## src/include/sbr_pkg.sv

```systemverilog
// package: command codes, timing figures and cycle counts for the bank/refresh link
package sbr_pkg;

  // ****************************************
  // clock and geometry
  // ****************************************
  localparam int CLK_PERIOD_PS  = 10000;
  localparam int BANKS          = 4;
  localparam int BANK_W         = 2;
  localparam int ROW_W          = 12;
  localparam int COL_W          = 9;
  localparam int ADDR_W         = 12;
  localparam int AUTO_CLOSE_BIT = 10;
  localparam int BURST_W        = 4;

  // ****************************************
  // timing figures in picoseconds, plus exit minimum in cycles and refresh count
  // ****************************************
  localparam int T_PRECHARGE_WAIT_PS  = 20000;
  localparam int T_ACT_TO_ACCESS_PS   = 20000;
  localparam int T_SAME_BANK_ACT_PS   = 70000;
  localparam int T_CROSS_BANK_ACT_PS  = 20000;
  localparam int T_ROW_ACTIVE_MIN_PS  = 50000;
  localparam int T_SELF_EXIT_PS       = 80000;
  localparam int T_REFRESH_CYCLE_PS   = 70000;
  localparam int T_REFRESH_INTERVAL_PS = 15625000;
  localparam int SELF_EXIT_MIN_CYC    = 2;
  localparam int REFRESH_COUNT        = 4096;

  // ****************************************
  // derived cycle counts, least times rounded up
  // ****************************************
  localparam int C_RP   = (T_PRECHARGE_WAIT_PS + CLK_PERIOD_PS - 1) / CLK_PERIOD_PS;
  localparam int C_RCD  = (T_ACT_TO_ACCESS_PS + CLK_PERIOD_PS - 1) / CLK_PERIOD_PS;
  localparam int C_RC   = (T_SAME_BANK_ACT_PS + CLK_PERIOD_PS - 1) / CLK_PERIOD_PS;
  localparam int C_RRD  = (T_CROSS_BANK_ACT_PS + CLK_PERIOD_PS - 1) / CLK_PERIOD_PS;
  localparam int C_RAS  = (T_ROW_ACTIVE_MIN_PS + CLK_PERIOD_PS - 1) / CLK_PERIOD_PS;
  localparam int C_XSR0 = (T_SELF_EXIT_PS + CLK_PERIOD_PS - 1) / CLK_PERIOD_PS;
  localparam int C_XSR  = (C_XSR0 > SELF_EXIT_MIN_CYC) ? C_XSR0 : SELF_EXIT_MIN_CYC;
  localparam int C_RFC  = (T_REFRESH_CYCLE_PS + CLK_PERIOD_PS - 1) / CLK_PERIOD_PS;
  localparam int C_REFI = T_REFRESH_INTERVAL_PS / CLK_PERIOD_PS;
  localparam int CNT_W  = 12;

  // ****************************************
  // command encodings: 3-bit codes numbered in sequence, NOP 0 through burst stop 6
  // ****************************************
  typedef enum logic [2:0] {
    SBR_NOP   = 3'h0,
    SBR_ACT   = 3'h1,
    SBR_READ  = 3'h2,
    SBR_WRITE = 3'h3,
    SBR_PRE   = 3'h4,
    SBR_REF   = 3'h5,
    SBR_TERM  = 3'h6
  } sbr_cmd_t;

endpackage : sbr_pkg

```

## src/include/sbr_link_if.sv

```systemverilog
// interface: command link between controller and memory device
`timescale 1ns/1ps
interface sbr_link_if;
  sbr_pkg::sbr_cmd_t                 cmd;
  logic [sbr_pkg::BANK_W-1:0]        bankSel;
  logic [sbr_pkg::ADDR_W-1:0]        addr;
  logic                              clkGate;
  modport ctrl (output cmd, output bankSel, output addr, output clkGate);
  modport dev  (input cmd, input bankSel, input addr, input clkGate);
endinterface : sbr_link_if

```

## src/hw/sbr_device.sv

```systemverilog
// memory device end: bank state, auto close, burst stop and refresh tracking
`timescale 1ns/1ps

// Overview of operation
// - auto close bit per access closes row
// - full page bursts ignore auto close
// - auto close applies to one access only
// - auto close at burst end, then precharge wait
// - burst stop cuts latest burst
// - burst stop leaves row open
// - controller precharges all, waits before refresh
// - refresh uses internal row counter
// - controller refreshes 4096 times per 64ms
// - controller may refresh in one burst
// - refresh with clock gate low enters self refresh
// - self refresh ignores all but clock gate
// - self refresh runs own internal refresh timer
// - controller holds self refresh row active minimum
// - controller restores clock before raising gate
// - controller sends idle commands for exit time
// - after exit refresh every 15.625 us
// - access only to activated bank
// - controller rounds times up to cycles
// - same bank reopen after precharge and cycle time
// - cross bank activates respect spacing
module sbr_device #(
  parameter int REFI_CYC = sbr_pkg::C_REFI
) (
  // clock and reset
  input  wire logic                          clk,
  input  wire logic                          rst,
  // link
  sbr_link_if.dev                            link,
  // configuration
  input  wire logic                          fullPage,
  input  wire logic [sbr_pkg::BURST_W-1:0]   burstLen,
  // status
  output logic [sbr_pkg::BANKS-1:0]          bankOpen,
  output logic [sbr_pkg::ROW_W-1:0]          refreshRow,
  output logic                               selfRefresh,
  output logic                               burstActive,
  output logic                               illegalCmd
);

  // wait counters load one short: the loading edge is the first cycle
  localparam int CW = sbr_pkg::CNT_W;

  // ****************************************
  // state
  // ****************************************
  logic [sbr_pkg::BANKS-1:0]  next_bankOpen;
  logic [sbr_pkg::ROW_W-1:0]  next_refreshRow;
  logic                       next_selfRefresh;
  logic                       next_burstActive;
  logic                       next_illegalCmd;
  logic [sbr_pkg::BANK_W-1:0] burstBank, next_burstBank;
  logic                       burstClose, next_burstClose;
  logic [sbr_pkg::BURST_W-1:0] burstLeft, next_burstLeft;
  logic [CW-1:0]              bankWait [sbr_pkg::BANKS];
  logic [CW-1:0]              next_bankWait [sbr_pkg::BANKS];
  logic [CW-1:0]              bankRc [sbr_pkg::BANKS];
  logic [CW-1:0]              next_bankRc [sbr_pkg::BANKS];
  logic [CW-1:0]              rrdCnt, next_rrdCnt;
  logic [CW-1:0]              selfTimer, next_selfTimer;
  logic [CW-1:0]              exitCnt, next_exitCnt;

  always_comb begin
    logic [sbr_pkg::BANK_W-1:0] b;
    logic                       ac;
    logic                       waitBusy;
    waitBusy = 1'b0;
    b = link.bankSel;
    ac = link.addr[sbr_pkg::AUTO_CLOSE_BIT];
    next_bankOpen    = bankOpen;
    next_refreshRow  = refreshRow;
    next_selfRefresh = selfRefresh;
    next_burstActive = burstActive;
    next_burstBank   = burstBank;
    next_burstClose  = burstClose;
    next_burstLeft   = burstLeft;
    next_illegalCmd  = 1'b0;
    next_rrdCnt      = (rrdCnt != '0) ? rrdCnt - 1'b1 : rrdCnt;
    next_selfTimer   = selfTimer;
    next_exitCnt     = (exitCnt != '0) ? exitCnt - 1'b1 : exitCnt;
    for (int i = 0; i < sbr_pkg::BANKS; i++) begin
      next_bankWait[i] = (bankWait[i] != '0) ? bankWait[i] - 1'b1 : bankWait[i];
      next_bankRc[i]   = (bankRc[i] != '0) ? bankRc[i] - 1'b1 : bankRc[i];
      waitBusy         = waitBusy || (bankWait[i] != '0);
    end
    // burst progress and auto close at burst end
    if (burstActive && !fullPage) begin
      if (burstLeft <= sbr_pkg::BURST_W'(1)) begin
        next_burstActive = 1'b0;
        if (burstClose) begin
          next_bankOpen[burstBank] = 1'b0;
          next_bankWait[burstBank] = CW'(sbr_pkg::C_RP - 1);
        end
      end else begin
        next_burstLeft = burstLeft - 1'b1;
      end
    end
    if (selfRefresh) begin
      // only the clock gate is watched here
      if (link.clkGate) begin
        next_selfRefresh = 1'b0;
        next_exitCnt     = CW'(sbr_pkg::C_XSR - 1);
      end else if (selfTimer >= CW'(REFI_CYC - 1)) begin
        next_selfTimer   = '0;
        next_refreshRow  = refreshRow + 1'b1;
      end else begin
        next_selfTimer   = selfTimer + 1'b1;
      end
    end else begin
      case (link.cmd)
        sbr_pkg::SBR_NOP: begin
        end
        sbr_pkg::SBR_ACT: begin
          if (exitCnt != '0 || bankOpen[b] || bankWait[b] != '0 || bankRc[b] != '0 || rrdCnt != '0) begin
            next_illegalCmd = 1'b1;
          end else begin
            next_bankOpen[b] = 1'b1;
            next_bankWait[b] = CW'(sbr_pkg::C_RCD - 1);
            next_bankRc[b]   = CW'(sbr_pkg::C_RC - 1);
            next_rrdCnt      = CW'(sbr_pkg::C_RRD - 1);
          end
        end
        sbr_pkg::SBR_READ,
        sbr_pkg::SBR_WRITE: begin
          if (!bankOpen[b] || bankWait[b] != '0 || exitCnt != '0) begin
            next_illegalCmd = 1'b1;
          end else begin
            next_burstActive = 1'b1;
            next_burstBank   = b;
            next_burstLeft   = burstLen;
            next_burstClose  = ac && !fullPage;
          end
        end
        sbr_pkg::SBR_TERM: begin
          next_burstActive = 1'b0;
          next_burstClose  = 1'b0;
        end
        sbr_pkg::SBR_PRE: begin
          for (int i = 0; i < sbr_pkg::BANKS; i++) begin
            if ((ac || b == sbr_pkg::BANK_W'(i)) && bankOpen[i]) begin
              next_bankOpen[i] = 1'b0;
              next_bankWait[i] = CW'(sbr_pkg::C_RP - 1);
            end
          end
          if (burstActive && (ac || b == burstBank)) begin
            next_burstActive = 1'b0;
          end
        end
        sbr_pkg::SBR_REF: begin
          if (bankOpen != '0 || exitCnt != '0 || waitBusy) begin
            next_illegalCmd = 1'b1;
          end else begin
            for (int i = 0; i < sbr_pkg::BANKS; i++) begin
              next_bankWait[i] = CW'(sbr_pkg::C_RFC - 1);
            end
            next_refreshRow = refreshRow + 1'b1;
            if (!link.clkGate) begin
              next_selfRefresh = 1'b1;
              next_selfTimer   = '0;
            end
          end
        end
        default: begin
          next_illegalCmd = 1'b1;
        end
      endcase
    end
  end

  always_ff @(posedge clk or posedge rst) begin
    if (rst) begin
      bankOpen    <= '0;
      refreshRow  <= '0;
      selfRefresh <= 1'b0;
      burstActive <= 1'b0;
      illegalCmd  <= 1'b0;
      burstBank   <= '0;
      burstClose  <= 1'b0;
      burstLeft   <= '0;
      rrdCnt      <= '0;
      selfTimer   <= '0;
      exitCnt     <= '0;
      for (int i = 0; i < sbr_pkg::BANKS; i++) begin
        bankWait[i] <= '0;
        bankRc[i]   <= '0;
      end
    end else begin
      bankOpen    <= next_bankOpen;
      refreshRow  <= next_refreshRow;
      selfRefresh <= next_selfRefresh;
      burstActive <= next_burstActive;
      illegalCmd  <= next_illegalCmd;
      burstBank   <= next_burstBank;
      burstClose  <= next_burstClose;
      burstLeft   <= next_burstLeft;
      rrdCnt      <= next_rrdCnt;
      selfTimer   <= next_selfTimer;
      exitCnt     <= next_exitCnt;
      for (int i = 0; i < sbr_pkg::BANKS; i++) begin
        bankWait[i] <= next_bankWait[i];
        bankRc[i]   <= next_bankRc[i];
      end
    end
  end

endmodule : sbr_device

```

## src/flat_wrapper.sv

```systemverilog
// flat-port wrapper written by rule: the top's interface ports become plain ports
module sbr_device_flat 
#(
  parameter int REFI_CYC = sbr_pkg::C_REFI
)
  (clk, rst, fullPage, burstLen, bankOpen, refreshRow, selfRefresh, burstActive, illegalCmd, link_cmd, link_bankSel, link_addr, link_clkGate);
  sbr_link_if link_i ();
  input  wire logic clk;
  input  wire logic rst;
  input  wire logic fullPage;
  input  wire logic [sbr_pkg::BURST_W-1:0] burstLen;
  output logic [sbr_pkg::BANKS-1:0] bankOpen;
  output logic [sbr_pkg::ROW_W-1:0] refreshRow;
  output logic selfRefresh;
  output logic burstActive;
  output logic illegalCmd;
  input wire logic [$bits(link_i.cmd)-1:0] link_cmd;
  input wire logic [$bits(link_i.bankSel)-1:0] link_bankSel;
  input wire logic [$bits(link_i.addr)-1:0] link_addr;
  input wire logic [$bits(link_i.clkGate)-1:0] link_clkGate;
  assign link_i.cmd = link_cmd;
  assign link_i.bankSel = link_bankSel;
  assign link_i.addr = link_addr;
  assign link_i.clkGate = link_clkGate;
  sbr_device #(.REFI_CYC(REFI_CYC)) u_core (.clk(clk), .rst(rst), .link(link_i), .fullPage(fullPage), .burstLen(burstLen), .bankOpen(bankOpen), .refreshRow(refreshRow), .selfRefresh(selfRefresh), .burstActive(burstActive), .illegalCmd(illegalCmd));
endmodule
```

## config.mk

```make
export PLATFORM = sky130hd
export DESIGN_NAME = sbr_device_flat
export DESIGN_NICKNAME = d
export VERILOG_FILES = /design/src/include/sbr_pkg.sv /design/src/include/sbr_link_if.sv /design/src/hw/sbr_device.sv /design/src/flat_wrapper.sv
export SDC_FILE = /design/constraint.sdc
export NUM_CORES = 1
export LEC_CHECK = 0
export BUFFER_PORTS_ARGS = -buffer_cell sky130_fd_sc_hd__buf_2
export CORE_MARGIN = 2
export CORE_UTILIZATION = 55
export CTS_BUF_LIST = sky130_fd_sc_hd__clkbuf_4 sky130_fd_sc_hd__clkbuf_8
export CTS_CLUSTER_DIAMETER = 30
export DETAILED_ROUTE_END_ITERATION = 12
export GPL_ROUTABILITY_DRIVEN = 0
export MAX_ROUTING_LAYER = met4
export PLACE_DENSITY = 0.8
export SYNTH_ARGS = -nofsm -noshare
export SYNTH_HDL_FRONTEND = slang
export SYNTH_SLANG_ARGS = --single-unit
export TNS_END_PERCENT = 5
```

## constraint.sdc

```tcl
create_clock -name clk -period 4.2 [get_ports clk]
set_clock_uncertainty 0.1 [all_clocks]
set_input_delay 0 -clock clk [delete_from_list [all_inputs] [get_ports clk]]
set_output_delay 0 -clock clk [all_outputs]
set_load 0.02 [all_outputs]
```

### Word level (Yosys, flattened, before mapping)

Cells that the tools add are included.

| storage, ports and cells | value |
|---|---|
| register bits | 158 |
| output and inout bits | 19 |
| input port bits | 25 |

| operators by class | value |
|---|---|
| order comparisons | 10 |
| reductions and logical operators | 52 |
| bitwise gates (word level) | 16 |
| equality and inequality tests | 15 |
| mux-type cells | 88 |
| add/sub/neg operators | 13 |

Operator list:

| cell | count |
|---|---|
| 12-bit 2-to-1 mux | 36 |
| 48-bit 2-to-1 mux | 9 |
| 48-bit one-hot mux with 3 select lines | 1 |
| 12-bit nonzero test | 12 |
| 12-bit by 1-bit subtractor with 12-bit output, second input constant | 10 |
| 44-bit AND | 2 |
| 44-bit NOT | 2 |
| 12-bit binary-select mux with 2-bit select | 2 |
| 12-bit demux with 2-bit select | 2 |
| 40-bit AND | 1 |
| 4-bit 2-to-1 mux | 10 |
| 40-bit NOT | 1 |
| 12-bit by 1-bit adder with 12-bit output, second input constant | 2 |
| 1-bit 2-to-1 mux | 21 |
| 1-bit logical OR | 16 |
| 12-bit by 11-bit greater-or-equal comparator with 1-bit output, second input constant | 1 |
| 4-bit OR | 3 |
| 1-bit logical AND | 11 |
| 3-bit equality test, second input constant | 3 |
| 8-bit OR | 1 |
| 4-bit one-hot mux with 2 select lines | 1 |
| 4-bit AND reduction | 2 |
| 3-bit by 2-bit equality test with 1-bit output, second input constant | 2 |
| 3-bit greater-or-equal comparator, second input constant | 2 |
| 29 further kinds | 41 |

### Longest topological paths before layout

| logic depth | value |
|---|---|
| depth after elaboration | 14 |
| depth in mapped cells | 12 |
| depth with buffers taken out | 10 |

### Worst setup path after synthesis

OpenSTA, ideal clock, no wires.

| timing path | value |
|---|---|
| path type | register -> register |
| start | register u_core.bankWait[24] (netlist bit) |
| end | register u_core.selfTimer[3] |
| setup time | 118 ps |
| setup slack | 1000 ps |
| stages on the path, launching flop included | 11 |
| required time | 3982 ps |
| arrival time | 2981 ps |
| cell sequence | dfrtp_1 inv_1 ha_1 or3b_2 nor4_1 nand4_1 o31a_1 or2_1 buf_4 a21o_1 a21o_1 |

| between the ends | value |
|---|---|
| longest elaborated chain between the ends | 7 |

RTL lines:

| item | RTL line | source |
|---|---|---|
| start, declared | sbr_device.sv:59 | `logic [CW-1:0] bankWait [sbr_pkg::BANKS];` |
| start signal, assigned by index | sbr_device.sv:204 | `bankWait[i] <= next_bankWait[i];` |
| 12-bit nonzero test (*) | sbr_device.sv:88 | `waitBusy = waitBusy \|\| (bankWait[i] != '0);` |
| 1-bit logical OR (*) (3 in series) | sbr_device.sv:88 |  |
| 1-bit logical OR (*) | sbr_device.sv:154 | `if (bankOpen != '0 \|\| exitCnt != '0 \|\| waitBusy) begin` |
| 3-bit by 2-bit inequality test with 1-bit output (no line) or 2-bit by 1-bit inequality test with 1-bit output (tied branches) | -- |  |
| 4-bit AND reduction (no line) (*) | -- |  |
| end signal, assigned | sbr_device.sv:201 | `selfTimer <= next_selfTimer;` |
| end, declared | sbr_device.sv:64 | `logic [CW-1:0] selfTimer, next_selfTimer;` |

Every way passes the cells marked *; elsewhere a longest branch is shown, timed or not.
A chain may end at the register's enable or synchronous reset.

==> results_dict.tcl <==
set metrics [dict create \
    status "finished, final reports clean" \
    ant_nets 0 \
    start_util_pct 56.61 \
    rsz0062_at_grt "false" \
    multiInputGateArea_sq_um 4447 \
    pwr-share-comb_pct 28.2 \
    hold_path.class "in -> async" \
    ff_latch_area_sq_um 3954 \
    cts_max_level 4 \
    async_reset_ff_share_pct 100.0 \
    grt_pass1_vias 6743 \
    vias_per_cell 5.580 \
    synth.yosys.seq_area_share_pct 45.78 \
    synth_top_area_share_pct 45.78 \
    grt_pass1_wl_microns 30820 \
    peakVddDrop_uv 549.8 \
    ioPinCount 44 \
    slowest_stage "or3b_2" \
    fin_crit_ns 3.704 \
    dieArea_sq_um 16720 \
    final_core_util_pct 63.08 \
    yosys_warnings 0 \
    grt_max_degree 73 \
    tritoncts "built" \
    num_vias 6925 \
    post-dp-hpwl_microns 12310 \
    post_cts_buffers 0 \
    critical_path.startpoint_type "flip-flop" \
    drive_gt1_share_pct 9.806 \
    dieHeight_microns 129.3 \
    drt-total-wl_microns 17730 \
    cpPeakStageDelay_ns 0.49 \
    drt_iter0_drc 458 \
    crit_chain "inv_1 -> ha_1 -> or3b_2 -> nor4_1 -> buf_4 -> nand4_1 -> nor4_4 -> buf_4 -> o21ai_0 -> o21bai_2 -> nor2_1" \
    drc 0 \
    overflow 0 \
    port_buffers 32 \
    p_per_area_nw_per_um2 467.1 \
    ys_types 56 \
    synth_edf_count 0 \
    switching_share_pct 35.26 \
    cp_data_required_time_ns 4.42 \
    p_int_uw 2911 \
    seq_power_share_pct 45.5 \
    synth_top_cell_by_area "dfrtp_1" \
    syn_area_per_cell_sq_um 8.960 \
    wire_per_inst_microns 14.28 \
    cap_violations 0 \
    p_leak_uw 0.004209 \
    design.core.area_sq_um 15260 \
    synth_flop_cell "dfrtp_1" \
    crit_top_cell "buf_4" \
    power_frac_clock_pct 26.2 \
    crit_arrival_ns 3.93 \
    cp_max_fo 14 \
    max_slew_margin_pct 45.95 \
    power_switching_uw 1586 \
    finalHoldViolCount 0 \
    nets 1062 \
    synthCells 964 \
    worst_pin_slew_ns 0.8091 \
    worstSetupPathType "reg -> reg" \
    synth_nets 1009 \
    setup_viol 0 \
    worstSkewPairLatency_ns 0.46 \
    cts_root_buf "clkbuf_8" \
    synthToLayoutAreaGrowth_pct 11.44 \
    fmax_mhz 270.0 \
    antenna_found_initial 0 \
    netlist_area_sq_um 8637 \
    grt_usage_pct 23.60 \
    clock-sinks 158 \
    worstSetupEndpointType "flip-flop" \
    fin_tns_setup_ns 0 \
    period_share_pct 88.19 \
    antenna_cells 0 \
    nFillCells 1270 \
    firstDrtPassIters 5 \
    clk_path_buf_depth 2 \
    die_x_microns 129.3 \
    rows 45 \
    numCtsBuffers 17 \
    path_clk_slew_ns 0.09 \
    synthTopCellsByArea "dfrtp_1 46%, nor2_1 7.3%, xnor2_1 5.2%" \
    maxSlewViolCount 0 \
    synth-seq-cells 158 \
]
==> per-stage QoR <==
step	total power, uW	hold slack (ns)	instance area, sq um	worst slack [ns]	cells
2_1_floorplan	3048	0.01682	8641	1.000	964
3_3_place_gp	3273	0.08259	9037	0.6269	1191
3_5_place_dp	3322	0.08364	9037	0.5765	1191
4_1_cts	4521	0.1242	9625	0.5432	1241
5_1_grt	4811	0.1507	9625	0.2395	1241
6_report	4496	0.1206	9625	0.4961	1241
==> power by group through the flow <==
stage / logic, uW / clock network, uW / registers (uW)
after floorplan: 1040 / 0 / 2000
after global placement: 1210 / 0 / 2060
after detailed placement: 1250 / 0 / 2070
after CTS: 1270 / 1200 / 2040
after global routing: 1450 / 1280 / 2090
final: 1270 / 1180 / 2050
==> routing by layer <==
layer  share of wire, %  track usage [%]  routed length, microns  up-vias
met5                  0                -                       0        -
met1                 46            30.98                    8233     3298
li1                   -                -                       -     3463
met4                2.1            9.015                     376        0
met3                3.8            4.418                     668       32
met2                 48            36.63                    8447      132
==> cells by family after synthesis <==
family / count (synthesis) / synth area share, %
buffers and inverters: 59 / 2.738
AND/OR/NAND/NOR: 491 / 28.05
XOR/XNOR: 84 / 8.518
AO/OA/AOI/OAI: 127 / 8.822
flip-flops: 158 / 45.78
adder cells (fa/ha/maj): 20 / 2.897
multiplexers: 25 / 3.201
==> critical path: cells and delay by family (launching register included) <==
family | cells | cell delay (ns)
buf+inv | 3 | 0.59
fa+ha+maj | 1 | 0.17
flops | 1 | 0.43
simple gates | 5 | 1.75
compound gates | 2 | 0.52
==> layout make-up <==
class                   instances  share of cell area [%]
clock inverters                15                   1.807
clock buffers                  17                   2.431
repair buffers                 58                   4.290
flip-flops and latches        158                   41.08
multi-input cells             747                   46.20
well taps                     211                   2.743
inverters                      35                   1.456
==> flip-flops by register name, indices dropped and copies added (netlist names), 2 cells and up <==
name,cells
u_core.bankRc,48
u_core.rrdCnt,12
u_core.burstLeft,4
u_core.burstBank,2
u_core.selfTimer,12
u_core.bankWait,48
u_core.bankOpen,4
u_core.refreshRow,12
u_core.exitCnt,12
==> placed cells by master, fill, tap and decap left out, drive strengths merged, types with 8 or more instances in the layout <==
| cell type | count |
|---|---|
| nor2 | 167 |
| dfrtp | 158 |
| nand2 | 93 |
| o21ai | 54 |
| xnor2 | 51 |
| nor3 | 47 |
| inv | 43 |
| nor4 | 41 |
| buf | 40 |
| a21oi | 35 |
| xor2 | 33 |
| nand3 | 24 |
| ha | 20 |
| dlygate4sd3 | 18 |
| nand4 | 17 |
| clkbuf | 17 |
| nand2b | 16 |
| and3 | 13 |
| mux2i | 13 |
| or4 | 11 |
| or3 | 11 |
| mux2 | 11 |
| nor3b | 10 |
| nor2b | 8 |
| or2 | 8 |
==> timing repair <==
item,4_1_cts,5_1_grt
endpoints found under the hold margin,68,0
gates resized for setup,0,0
hold buffers,18,0
==> synth_stat cells (4+ instances only) <==
library cell,instances
a21o_1,7
a21oi_1,35
mux2i_1,13
o21ai_0,52
inv_1,34
ha_1,20
xnor2_1,51
nand4_1,17
dfrtp_1,158
nor3_1,47
and2_1,5
nor4_1,40
nor3b_1,10
or3b_2,4
nand2b_1,16
or4_1,11
nor2_1,167
xor2_1,33
o21a_1,4
or2_2,5
nand3_1,24
nor2b_1,8
nand3b_1,6
clkbuf_1,20
nand2_1,93
mux2_2,11
or3_1,11
and3_1,13
==> worst paths after layout <==
kind,start,to,slack (ns),cells after the start
min reg2reg,u_core.refreshRow[11]$_DFFE_PP0P_,u_core.refreshRow[11]$_DFFE_PP0P_,0.37,1
max,u_core.bankWait[24]$_DFF_PP0_,u_core.bankWait[17]$_DFF_PP0_,0.50,11
max in group asynchronous,rst,u_core.rrdCnt[11]$_DFF_PP0_,2.77,4
min in group clk,burstLen[0],u_core.burstLeft[0]$_DFF_PP0_,0.20,3
min,rst,u_core.bankWait[34]$_DFF_PP0_,0.12,3
max reg2reg,u_core.bankWait[24]$_DFF_PP0_,u_core.bankWait[17]$_DFF_PP0_,0.50,11
Note: power is estimated with default switching activity, not from simulation.
